<file path="config.mk">
export PLATFORM = sky130hd
export DESIGN_NAME = pcie_switch_device_ctrl_status
export DESIGN_NICKNAME = d
export VERILOG_FILES = /design/src/devctl_pkg.sv /design/src/pcie_switch_device_ctrl_status.sv
export VERILOG_INCLUDE_DIRS = /design/src
export SDC_FILE = /design/constraint.sdc
export NUM_CORES = 1
export LEC_CHECK = 0
export ABC_AREA = 1
export BUFFER_PORTS_ARGS = -buffer_cell sky130_fd_sc_hd__buf_2
export CAP_MARGIN = 20
export CELL_PAD_IN_SITES_DETAIL_PLACEMENT = 1
export CELL_PAD_IN_SITES_GLOBAL_PLACEMENT = 1
export CORE_ASPECT_RATIO = 1.25
export CORE_MARGIN = 4
export CORE_UTILIZATION = 34
export CTS_CLUSTER_SIZE = 40
export DETAILED_ROUTE_END_ITERATION = 16
export GPL_TIMING_DRIVEN = 0
export PLACE_DENSITY_LB_ADDON = 0.2
export SKIP_LAST_GASP = 1
export SLEW_MARGIN = 20
export SYNTH_ARGS = -nofsm -noshare
export SYNTH_HDL_FRONTEND = slang
export SYNTH_SLANG_ARGS = --single-unit
</file>
<file path="constraint.sdc">
create_clock -name clock -period 2.1 [get_ports clock]
set_clock_uncertainty 0.05 [all_clocks]
set_input_delay 0.21 -clock clock [delete_from_list [all_inputs] [get_ports clock]]
set_output_delay 0.21 -clock clock [all_outputs]
set_load 0.01 [all_outputs]
</file>
<file path="src/devctl_params.svh">
// constants for the device control and status register pair
`ifndef DEVCTL_PARAMS_SVH
`define DEVCTL_PARAMS_SVH

// ==========================================
// address map
`define DEVCTL_OFFSET 32'h0000_00C8

// ==========================================
// control half field positions
`define CORR_EN_BIT 0
`define NONFATAL_EN_BIT 1
`define FATAL_EN_BIT 2
`define UNSUPP_EN_BIT 3
`define ERR_EN_LSB 0
`define ERR_EN_MSB 3
`define RELAXED_ORD_BIT 4
`define PAYLOAD_LSB 5
`define PAYLOAD_MSB 7
`define EXT_TAG_BIT 8
`define PHANTOM_BIT 9
`define AUX_PM_EN_BIT 10
`define NO_SNOOP_BIT 11
`define READ_REQ_LSB 12
`define READ_REQ_MSB 14

// ==========================================
// status half field positions
`define ERR_FLAG_LSB 16
`define ERR_FLAG_MSB 19
`define AUX_DET_BIT 20
`define TX_PEND_BIT 21

// ==========================================
// reset values
`define ERR_EN_RST 4'h0
`define PAYLOAD_RST 3'h0
`define AUX_PM_EN_RST 1'h0
`define ERR_FLAG_RST 4'h0
`define AUX_DET_RST 1'h1

// ==========================================
// bus encodings
`define HRESP_OKAY 1'h0
`define HSIZE_WORD 3'h2

`endif

</file>
<file path="src/devctl_pkg.sv">
// types shared by the device control and status register pair
package devctl_pkg;

   // ==========================================
   // data phase tracking of the bus slave
   typedef enum logic [2:0] {
      PH_IDLE = 3'h1,
      PH_WRITE = 3'h2,
      PH_READ = 3'h4
   } phase_t;

   typedef logic [3:0] errvec_t;
   typedef logic [2:0] payload_t;

endpackage

</file>
<file path="src/pcie_switch_device_ctrl_status.sv">
// device control and device status register pair of one switch port
//
// Added by the designer: the AHB-Lite register port.
`timescale 1ns/10ps
`include "devctl_params.svh"

module pcie_switch_device_ctrl_status (
   input wire logic clock,
   input wire logic rstn,
   // ahb-lite slave
   input wire logic hsel,
   input wire logic [31:0] haddr,
   input wire logic [1:0] htrans,
   input wire logic hwrite,
   input wire logic [2:0] hsize,
   input wire logic [31:0] hwdata,
   input wire logic hready,
   output logic [31:0] hrdata,
   output logic hreadyout,
   output logic hresp,
   // error detection pulses, order correctable, non-fatal, fatal, unsupported
   input wire logic [3:0] errDetect,
   input wire logic [2:0] maxPayloadSupported,
   input wire logic auxPowerPin,
   // control outputs
   output logic [3:0] errReportEnable,
   output logic [2:0] maxPayloadSize,
   output logic auxPowerPmEnable
);

   // ==========================================
   // decode helpers
   // only the word index is compared, so byte offsets alias to the word
   function automatic logic regHit(input logic [31:0] addr);
      regHit = (addr[31:2] == 30'(`DEVCTL_OFFSET >> 2));
   endfunction

   function automatic logic [2:0] clampPayload(input logic [2:0] code, input logic [2:0] lim);
      clampPayload = (code > lim) ? lim : code;
   endfunction

   // ==========================================
   // aux power pin synchroniser
   // the pin is asynchronous; only the second flop feeds the read path
   logic auxMeta_r;
   logic auxSync_r;
   logic auxMeta_nxt;
   logic auxSync_nxt;

   always_comb begin
      auxMeta_nxt = auxPowerPin;
      auxSync_nxt = auxMeta_r;
   end

   always_ff @(posedge clock) begin
      if (!rstn) begin
         auxMeta_r <= `AUX_DET_RST;
         auxSync_r <= `AUX_DET_RST;
      end else begin
         auxMeta_r <= auxMeta_nxt;
         auxSync_r <= auxSync_nxt;
      end
   end

   // ==========================================
   // bus slave: address phase capture
   logic [31:0] addr_r;
   logic [31:0] addr_nxt;
   devctl_pkg::phase_t phase_r;
   devctl_pkg::phase_t phase_nxt;
   logic addrValid;
   logic rdStall;
   logic [31:0] rdata_r;
   logic [31:0] rdata_nxt;
   logic wrHit;

   devctl_pkg::errvec_t errEnable_r;
   devctl_pkg::errvec_t errEnable_nxt;
   devctl_pkg::payload_t payload_r;
   devctl_pkg::payload_t payload_nxt;
   logic auxPmEn_r;
   logic auxPmEn_nxt;
   devctl_pkg::errvec_t errFlag_r;
   devctl_pkg::errvec_t errFlag_nxt;

   // a read right behind a write would sample stale contents, so it waits one cycle
   assign addrValid = hsel && htrans[1] && hready;
   assign rdStall = (phase_r == devctl_pkg::PH_WRITE) && hsel && htrans[1] && !hwrite;
   // hreadyout does not depend on hready, so tying them together forms no loop
   assign hreadyout = !rdStall;
   assign hresp = `HRESP_OKAY;
   assign hrdata = rdata_r;
   assign wrHit = (phase_r == devctl_pkg::PH_WRITE) && regHit(addr_r);

   // every field not placed below stays zero from the initial clear
   function automatic logic [31:0] readWord(
      input logic [3:0] en,
      input logic [2:0] pay,
      input logic aux,
      input logic [3:0] flag,
      input logic det
   );
      logic [31:0] w;
      w = 32'h0000_0000;
      w[`ERR_EN_MSB:`ERR_EN_LSB] = en;
      w[`PAYLOAD_MSB:`PAYLOAD_LSB] = pay;
      w[`AUX_PM_EN_BIT] = aux;
      w[`ERR_FLAG_MSB:`ERR_FLAG_LSB] = flag;
      w[`AUX_DET_BIT] = det;
      readWord = w;
   endfunction

   always_comb begin
      addr_nxt = addr_r;
      phase_nxt = devctl_pkg::PH_IDLE;
      rdata_nxt = rdata_r;
      // a pending data phase only blocks a new address phase in the stalled read
      case (phase_r)
         devctl_pkg::PH_IDLE,
         devctl_pkg::PH_WRITE,
         devctl_pkg::PH_READ: begin
            if (addrValid && !rdStall) begin
               addr_nxt = haddr;
               if (hwrite) begin
                  phase_nxt = devctl_pkg::PH_WRITE;
               end else begin
                  phase_nxt = devctl_pkg::PH_READ;
                  // unmapped reads return zero
                  if (regHit(haddr)) begin
                     rdata_nxt = readWord(errEnable_r, payload_r, auxPmEn_r,
                                          errFlag_r, auxSync_r);
                  end else begin
                     rdata_nxt = 32'h0000_0000;
                  end
               end
            end
         end
         default: begin
            phase_nxt = devctl_pkg::PH_IDLE;
         end
      endcase
   end

   always_ff @(posedge clock) begin
      if (!rstn) begin
         addr_r <= 32'h0000_0000;
         phase_r <= devctl_pkg::PH_IDLE;
         rdata_r <= 32'h0000_0000;
      end else begin
         addr_r <= addr_nxt;
         phase_r <= phase_nxt;
         rdata_r <= rdata_nxt;
      end
   end

   // ==========================================
   // control half
   // read-only and reserved bits of the written word are simply not stored
   always_comb begin
      errEnable_nxt = errEnable_r;
      payload_nxt = payload_r;
      auxPmEn_nxt = auxPmEn_r;
      if (wrHit) begin
         errEnable_nxt = hwdata[`ERR_EN_MSB:`ERR_EN_LSB];
         // limit is a live input so strapping changes take effect on next write
         payload_nxt = clampPayload(hwdata[`PAYLOAD_MSB:`PAYLOAD_LSB],
                                    maxPayloadSupported);
         auxPmEn_nxt = hwdata[`AUX_PM_EN_BIT];
      end
   end

   // the aux enable only has the one reset available here, so it clears with the rest
   always_ff @(posedge clock) begin
      if (!rstn) begin
         errEnable_r <= `ERR_EN_RST;
         payload_r <= `PAYLOAD_RST;
         auxPmEn_r <= `AUX_PM_EN_RST;
      end else begin
         errEnable_r <= errEnable_nxt;
         payload_r <= payload_nxt;
         auxPmEn_r <= auxPmEn_nxt;
      end
   end

   assign errReportEnable = errEnable_r;
   assign maxPayloadSize = payload_r;
   assign auxPowerPmEnable = auxPmEn_r;

   // ==========================================
   // status half: error detected flags
   // a detection held high keeps setting its flag, even against a clear
   genvar gi;
   generate
      for (gi = 0; gi < 4; gi = gi + 1) begin : gFlag
         always_comb begin
            errFlag_nxt[gi] = errFlag_r[gi];
            if (wrHit && hwdata[`ERR_FLAG_LSB + gi]) begin
               errFlag_nxt[gi] = 1'b0;
            end
            // set after clear so a same-cycle detection survives
            if (errDetect[gi]) begin
               errFlag_nxt[gi] = 1'b1;
            end
         end
      end
   endgenerate

   always_ff @(posedge clock) begin
      if (!rstn) begin
         errFlag_r <= `ERR_FLAG_RST;
      end else begin
         errFlag_r <= errFlag_nxt;
      end
   end
endmodule

</file>
# After elaboration in Yosys (flattened, before gate mapping)
# Index checks and enable logic that the tools add are counted.
# W data, S select, Z words.
totals:
  register_bits: 81
  in_bits: 82
  wordCells: 51
op_classes:
  order_cmp: 1
  n_eq_ne: 5
  muxes: 11
  n_bitwise: 1
  reduce_logical: 21
ops:
  columns: ["cell", "count"]
  rows:
  - ["$eq A30 B6 Y1 const B", 2]
  - ["$mux W21", 1]
  - ["$logic_and A1 B1 Y1", 11]
  - ["$mux W1", 8]
  - ["$reduce_bool A2 Y1", 4]
  - ["$mux W3", 2]
  - ["$reduce_and A3 Y1", 2]
  - ["$eq A3 B1 Y1 const B", 1]
  - ["$eq A3 B2 Y1 const B", 1]
  - ["$eq A3 B3 Y1 const B", 1]
  - ["$gt A3 B3 Y1", 1]
  - ["$reduce_or A3 Y1", 1]
  - ["$logic_not A1 Y1", 2]
  - ["$reduce_and A2 Y1", 1]
  - ["$not A1 Y1", 1]

# Depth between registers and ports, before layout
# Gate-level depths: netlist of run 1.
logic_depth:
  word_depth: 7
  ltp_mapped: 10

# Worst setup path before layout of run 1
# No wires, ideal clock.
synth_timing:
  path_kind: "reg2reg"
  from: "reg phase_r[0]"
  to: "reg auxPmEn_r (netlist: auxPowerPmEnable)"
  setup_time_ps: 113
  t_arrival_ps: 1174
  setup_slack_ps: 763
  stages_incl_launch_ff: 10
  path_buffers: 1
  synth_period_minus_slack_ps: 1337
  path_cell_list: "dfxtp_1 > nor2_4 > nand2_2 > nor2_2 > nand2_2 > nor2_4 > nand2_2 > buf_6 > o21ai_1 > nor2_1"
synth_between:
  elab_chain_len: 2
synth_lines:
  columns: ["item", "line", "text"]
  rows:
  - ["start, declared", "pcie_switch_device_ctrl_status.sv:69", "devctl_pkg::phase_t phase_r;"]
  - ["start signal, assigned", "pcie_switch_device_ctrl_status.sv:147", "phase_r <= devctl_pkg::PH_IDLE;"]
  - ["start signal, assigned", "pcie_switch_device_ctrl_status.sv:151", "phase_r <= phase_nxt;"]
  - ["$eq A3 B2 Y1", "pcie_switch_device_ctrl_status.sv:93", "assign wrHit = (phase_r == devctl_pkg::PH_WRITE) && regHit(addr_r);"]
  - ["$logic_and A1 B1 Y1", "pcie_switch_device_ctrl_status.sv:93", null]
  - ["end signal, assigned", "pcie_switch_device_ctrl_status.sv:177", "auxPmEn_r <= `AUX_PM_EN_RST;"]
  - ["end signal, assigned", "pcie_switch_device_ctrl_status.sv:181", "auxPmEn_r <= auxPmEn_nxt;"]
  - ["end, declared", "pcie_switch_device_ctrl_status.sv:81", "logic auxPmEn_r;"]
# Every way passes these cells.
# A chain may end at the register's enable or synchronous reset.

# Worst setup path after layout of run 1
layout_timing:
  from: "reg phase_r[0]"
  to: "reg addr_r[5]"
layout_between:
  elab_chain_len: 7
  elab_cells_between_ends: 10
layout_lines:
  columns: ["item", "line", "text"]
  rows:
  - ["$eq A3 B2 Y1", "pcie_switch_device_ctrl_status.sv:88, pcie_switch_device_ctrl_status.sv:118", null]
  - ["$logic_and A1 B1 Y1 (3 in a row)", "pcie_switch_device_ctrl_status.sv:88", "assign rdStall = (phase_r == devctl_pkg::PH_WRITE) && hsel && htrans[1] && !hwrite;"]
  - ["$logic_not A1 Y1", "pcie_switch_device_ctrl_status.sv:122", "if (addrValid && !rdStall) begin"]
  - ["$logic_and A1 B1 Y1", "pcie_switch_device_ctrl_status.sv:122", null]
  - ["$reduce_and A2 Y1 (no source line) *", null, null]
  - ["end signal, assigned", "pcie_switch_device_ctrl_status.sv:150", "addr_r <= addr_nxt;"]
  - ["end, declared", "pcie_switch_device_ctrl_status.sv:67", "logic [31:0] addr_r;"]
# Every way passes the cells marked *; elsewhere a longest branch is shown, timed or not.

==> results of run 1 <==
logic make-up (layout without fill, tap and decap cells):
family                   count (synthesis)  count (layout)
buffers and inverters                   58             151
flip-flops                              60              60
AO/OA/AOI/OAI                           76              76
other                                    1              20
adder cells (fa/ha/maj)                  3               3
AND/OR/NAND/NOR                        163             163
placed cells by master (no fill, tap or decap), drive strengths merged:
cell type,n
buf,107
nor2,99
dfxtp,60
o21ai,52
nand2,31
a21oi,24
nand3,24
inv,22
conb,20
clkbuf,16
nand4,4
ha,3
or2,3
bufinv,2
clkinv,2
and3,1
nor3,1
clkinvlp,1
dlygate4sd3,1
path summary, 6_finish.rpt:
| check | to | slack (ps) | depth (start not counted) |
|---|---|---|---|
| hold / removal | errFlag_r[1] | 60 | 3 |
| setup reg to reg | addr_r[5] | 460 | 8 |
| setup / recovery | addr_r[5] | 460 | 8 |
| hold reg to reg | auxSync_r | 380 | 1 |
registers in the layout, indices dropped and copies added, names as in the netlist:
name / flops
maxPayloadSize: 3
hrdata: 13
addr_r: 30
auxMeta_r: 1
auxPowerPmEnable: 1
auxSync_r: 1
errReportEnable: 4
phase_r: 3
errFlag_r: 4
final cells by class:
cell class	count	area (um^2)
fill	996	4030
sequential	60	1200
multi-input combinational	262	1200
timing repair buffer	78	395
buffer	35	240
clock buffer	11	151
tap	92	115
inverter	23	86.3
clock inverter	4	72.6
metrics by stage:
step	util	setup WS, ps	hold WS, ps
2_1_floorplan	-	763	267
3_3_place_gp	0.431	536	349
3_5_place_dp	0.431	462	352
4_1_cts	0.461	444	0.629
5_1_grt	0.462	317	44.7
6_report	0.462	465	59.9
critical path, stage by stage (launching register included):
cell and delay [ps]:
dfxtp_1 340, nor2_4 140, nand2_2 90, clkinv_1 60
nand2_1 50, nand3_2 140, clkbuf_1 390, o21ai_0 180
nor2_1 130
per-layer routing:
metal	part of all wire	track usage	vias to the layer above
li1	-	-	1340
met2	0.51	0.304	70
met1	0.42	0.185	1217
met5	0	0	-
met4	0.0073	0.0412	0
met3	0.071	0.0600	6
power groups by stage:
stage | Combinational, mW | Sequential, mW | Clock (mW)
CTS | 0.307 | 1.21 | 1.19
floorplan | 0.188 | 1.23 | 0
detailed placement | 0.306 | 1.23 | 0
global placement | 0.297 | 1.23 | 0
global route | 0.352 | 1.21 | 1.24
finish | 0.306 | 1.21 | 1.16
==> flow_metrics.env, run 1 <==
export IMPL_setup_worst_path_class="reg2reg"
export IMPL_postSynth_topFlopCell="dfxtp_1"
export IMPL_yosys_area_top_type="dfxtp_1"
export IMPL_post_synthesis_cell_area_mm2=0.00266
export IMPL_clock_tree_buffer_depth=2
export IMPL_setup_total_negative_slack_ps=0
export IMPL_clock_tree_from_tritoncts="yes"
export IMPL_comb_power_share=0.114
export IMPL_grt_first_pass_wirelength_mm=12.2
export IMPL_hpwl_mm=6.00
export IMPL_required_ps=2310
export IMPL_cts_num_sinks=60
export IMPL_synth_async_reset_ratio=0
export IMPL_initial_core_util=0.355
export IMPL_simple_gate_fraction_of_synth_area=0.266
export IMPL_crit_path_start_kind="flip-flop"
export IMPL_cell_internal_pwr_mw=2.04
export IMPL_synth_edff_count=0
export IMPL_yosys_warnings=0
export IMPL_layout_cells_non_filler=565
export IMPL_timing_fmax_mhz=612
export IMPL_netSwitchingPower_mw=0.632
export IMPL_postCtsHoldBufs=0
export IMPL_diodes=0
export IMPL_post_cts_resized_instances=0
export IMPL_yosys_cell_types_count=27
export IMPL_dr_pass1_iters=4
export IMPL_hold_violations=0
export IMPL_routed_wirelength_mm=7.65
export IMPL_core_rowCount=35
export IMPL_r2r_start="phase_r[0]"
export IMPL_cts_reportedPaths_clkPinSlew_ps=70
export IMPL_cts_setup_buffers=0
export IMPL_setup_worst_path_end_class="flip-flop"
export IMPL_worst_supply_voltage_drop_on_vdd_mv=0.400
export IMPL_worstSetupStartpoint="phase_r[0]"
export IMPL_io_pins=124
export IMPL_number_of_antenna_violations_at_the_first_check_in_global_routing=0
export IMPL_avgViaCountPerCell=4.66
export IMPL_post_route_cells_drive_above_1_share=0.290
export IMPL_detailedRoute_firstIterationViolations=66
export IMPL_startpoint_of_the_most_critical_hold_path="errDetect[1]"
export IMPL_power_sequential_fraction=0.451
export IMPL_synthesized_area_per_cell_um2=7.35
export IMPL_synth_top_cells_by_count="nor2_1, dfxtp_1, o21ai_0, nand2_1, a21oi_1"
export IMPL_deepest_level_of_the_cts_h_tree=3
export IMPL_synth_xor_area_frac=0
export IMPL_cts_buffers_inserted=9
export IMPL_ant_nets=0
export IMPL_worst_skew_pair_late_latency_ps=330
export IMPL_critPathArrivalTime_ps=1850
export IMPL_part_of_the_cycle_the_worst_path_needs=0.779
export IMPL_placedInstanceArea_mm2=0.00323
export IMPL_synthTopCellsByArea="dfxtp_1, nor2_1, o21ai_0"
export IMPL_global_route_overflow_total=0
export IMPL_synthMuxAreaShare=0
export IMPL_maxSlewHeadroom=0.629
export IMPL_ctsRootBufferMaster="clkbuf_8"
export IMPL_p_total_mw=2.68
export IMPL_fin_area_mm2=0.00346
export IMPL_finalNetCount=554
export IMPL_synth_top_cell_area_share=0.452
export IMPL_synthCells=361
export IMPL_final_max_slew_viol_count=0
export IMPL_areaGrowthSynthToFinish_pct=30.3
export IMPL_power_per_cell_area_mw_per_mm2=773
export IMPL_synth_fa_ha_area_frac=0.0141
export IMPL_io_buffers=77
export IMPL_worstMarginPinSlew_ps=555
export IMPL_ys_seq_area_frac=0.452
export IMPL_die_height_um=107
export IMPL_power_leakage_nw=1.66
export IMPL_setup_violations_final=0
export IMPL_clock_power_share=0.435
export IMPL_floorplan_die_area_mm2=0.00930
export IMPL_grt_pass1_vias=2783
export IMPL_fp_coreArea_mm2=0.00749
export IMPL_result_of_the_run="finished clean"
export IMPL_postSynthRegisterBits=60
export IMPL_dpl_cell_count=549
export IMPL_rsz0062_at_grt="false"
export IMPL_critical_path_max_fanout=10
export IMPL_main_combinational_cell_family_by_area_after_synthesis="simple AND/OR/NAND/NOR gates"
export IMPL_hp_class="in2reg"
export IMPL_average_routed_wire_per_standard_cell_um=13.5
export IMPL_power_switching_fraction=0.236
export IMPL_dr_total_vias=2633
export IMPL_synth_compound_area_share=0.143
export IMPL_cap_violations=0
export IMPL_grt_util_all_layers=0.169
export IMPL_fin_crit_ps=1640
export IMPL_floorplan_die_width_um=87.0
export IMPL_drt_drc_violations_left=0
export IMPL_yosysMostFrequentCell="nor2_1"
export IMPL_gp_routability_congestion=0.744
export IMPL_grt_max_degree=11
(Power assumes the default switching activity.)
==> run 2: changes to the inputs <==
- CORE_UTILIZATION: 34 -> 32
- clock period: 2.1 -> 1.7 ns (I/O delays scaled with it)
==> run 2 against run 1 <==
Critical endpoint unchanged. First-iteration DRC count fell by 12%. Register-to-register slack worse by 260 ps. Non-clock buffer count grew 3. Fmax increased by 9.3%. Largest power group unchanged. Sequential share of layout area shrank 0.30 points. Clock-buffer cell count is the same. Final cell count is 1.2% higher. Worst hold slack worse by 50 ps. Setup slack got worse by 260 ps. Critical path type unchanged.
==> flow_metrics.env, run 2 (same netlist as run 1, synthesis figures left out) <==
export IMPL_io_buffers=77
export IMPL_avgViaCountPerCell=4.67
export IMPL_cap_violations=0
export IMPL_dr_total_vias=2673
export IMPL_grt_max_degree=11
export IMPL_detailedRoute_firstIterationViolations=58
export IMPL_final_fill_count=1040
export IMPL_grt_util_met2=0.280
export IMPL_setup_worst_path_end_class="flip-flop"
export IMPL_number_of_antenna_violations_at_the_first_check_in_global_routing=0
export IMPL_register_with_the_most_flip_flops="addr_r"
export IMPL_power_per_cell_area_mw_per_mm2=944
export IMPL_setup_worst_path_class="reg2reg"
export IMPL_final_max_slew_viol_count=0
export IMPL_floorplan_die_area_mm2=0.00983
export IMPL_fin_area_mm2=0.00349
export IMPL_areaGrowthSynthToFinish_pct=31.5
export IMPL_busiest_layer="met2"
export IMPL_setup_violations_final=0
export IMPL_clock_tree_from_tritoncts="yes"
export IMPL_clock_tree_buffer_depth=2
export IMPL_cts_num_sinks=60
export IMPL_gp_routability_congestion=0.782
export IMPL_fin_crit_ps=1500
export IMPL_grt_first_pass_wirelength_mm=12.5
export IMPL_dr_pass1_iters=4
export IMPL_io_pins=124
export IMPL_average_routed_wire_per_standard_cell_um=13.6
export IMPL_final_cell_mix="nor2_1, buf_2, dfxtp_1"
export IMPL_hp_class="in2reg"
export IMPL_grt_util_all_layers=0.167
export IMPL_initial_core_util=0.335
export IMPL_diodes=0
export IMPL_timing_fmax_mhz=668
export IMPL_post_route_cells_drive_above_1_share=0.296
export IMPL_global_route_overflow_total=0
export IMPL_part_of_the_cycle_the_worst_path_needs=0.880
export IMPL_power_leakage_nw=1.67
export IMPL_finalNetCount=557
export IMPL_critical_path_max_fanout=10
export IMPL_worst_supply_voltage_drop_on_vdd_mv=0.500
export IMPL_r2r_setup_slack_ps=200
export IMPL_regArea_mm2=0.00120
export IMPL_result_of_the_run="finished clean"
export IMPL_routed_wirelength_mm=7.77
export IMPL_gr_usage_met1=0.196
export IMPL_worst_skew_pair_late_latency_ps=340
export IMPL_hold_violations=0
export IMPL_ctsRootBufferMaster="clkbuf_8"
export IMPL_critPathArrivalTime_ps=1680
export IMPL_crit_path_start_kind="flip-flop"
export IMPL_largest_register_ff_count=30
export IMPL_cts_buffers_inserted=9
export IMPL_rsz0062_at_grt="false"
export IMPL_setup_total_negative_slack_ps=0
export IMPL_ant_nets=0
export IMPL_required_ps=1890
export IMPL_cts_reportedPaths_clkPinSlew_ps=70
export IMPL_floorplan_die_width_um=89.5
export IMPL_most_common_cell_after_layout_fill_and_taps_aside="nor2_1"
export IMPL_hpwl_mm=6.03
export IMPL_globalRouteMet3Util=0.0592
export IMPL_placedInstanceArea_mm2=0.00323
export IMPL_core_rowCount=36
export IMPL_multi_input_area_mm2=0.00120
export IMPL_fp_coreArea_mm2=0.00793
export IMPL_drt_drc_violations_left=0
export IMPL_die_height_um=110
export IMPL_grt_pass1_vias=2761
export IMPL_deepest_level_of_the_cts_h_tree=3
-- run 2: cell count changes in the layout (fill, tap and decap cells not counted), sizes merged --
cell / change
clkinvlp: -1
clkinv: +2
clkbuf: +1
dlygate4sd3: +2
-- run 2: final timing paths --
| path | to | cells after the start | from |
|---|---|---|---|
| hold / removal | errReportEnable[2] | 3 | hwdata[2] |
| setup / recovery | addr_r[5] | 8 | phase_r[2] |
| hold reg to reg | auxSync_r | 1 | auxMeta_r |
| setup reg to reg | addr_r[5] | 8 | phase_r[2] |
-- run 2: layer usage --
metal | share of wire | wire length, um | vias up
met5 | 0 | 0 | -
li1 | - | - | 1360
met3 | 0.068 | 527 | 11
met4 | 0.016 | 121 | 0
met2 | 0.48 | 3760 | 70
met1 | 0.43 | 3360 | 1232
-- run 2: cell type report --
type,instances,area share
flip-flops and latches,60,0.344
clock inverters,5,0.0215
inverters,23,0.0247
clock buffers,11,0.0405
well taps,95,0.0341
multi-input cells,262,0.344
plain buffers,35,0.0699
repair buffers,81,0.121
-- run 2: what timing repair did --
action	CTS	global route
gates resized for setup	0	5
hold buffers	2	1
endpoints found under the setup margin	0	19
setup buffers	0	1
hold endpoints to repair	2	1
-- run 2: stage by stage --
stage | hold WS (ps) | setup WS [ps] | total power [mW] | utilization | std cells
6_report | 10.4 | 204 | 3.29 | 0.440 | 572
5_1_grt | 15.3 | 34.7 | 3.46 | 0.440 | 572
4_1_cts | 0.0264 | 40.6 | 3.33 | 0.437 | 570
3_5_place_dp | 313 | 65.5 | 1.90 | 0.408 | 552
3_3_place_gp | 310 | 95.1 | 1.89 | 0.408 | 552
2_1_floorplan | 227 | 363 | 1.75 | - | 380
-- run 2: report_power, final --
part	leakage, nW	switching, mW	internal, mW
Clock	0.113	0.564	0.858
Sequential	0.490	0.0265	1.46
Combinational	1.07	0.213	0.170
Total	1.67	0.803	2.49
-- run 2: critical path, stage by stage (launching register included) --
cell	delay, ps
dfxtp_1	390
nor2_4	50
nand2_2	90
clkinv_1	80
nand2_1	70
nand3_2	150
clkbuf_2	240
o21ai_0	200
nor2_1	60
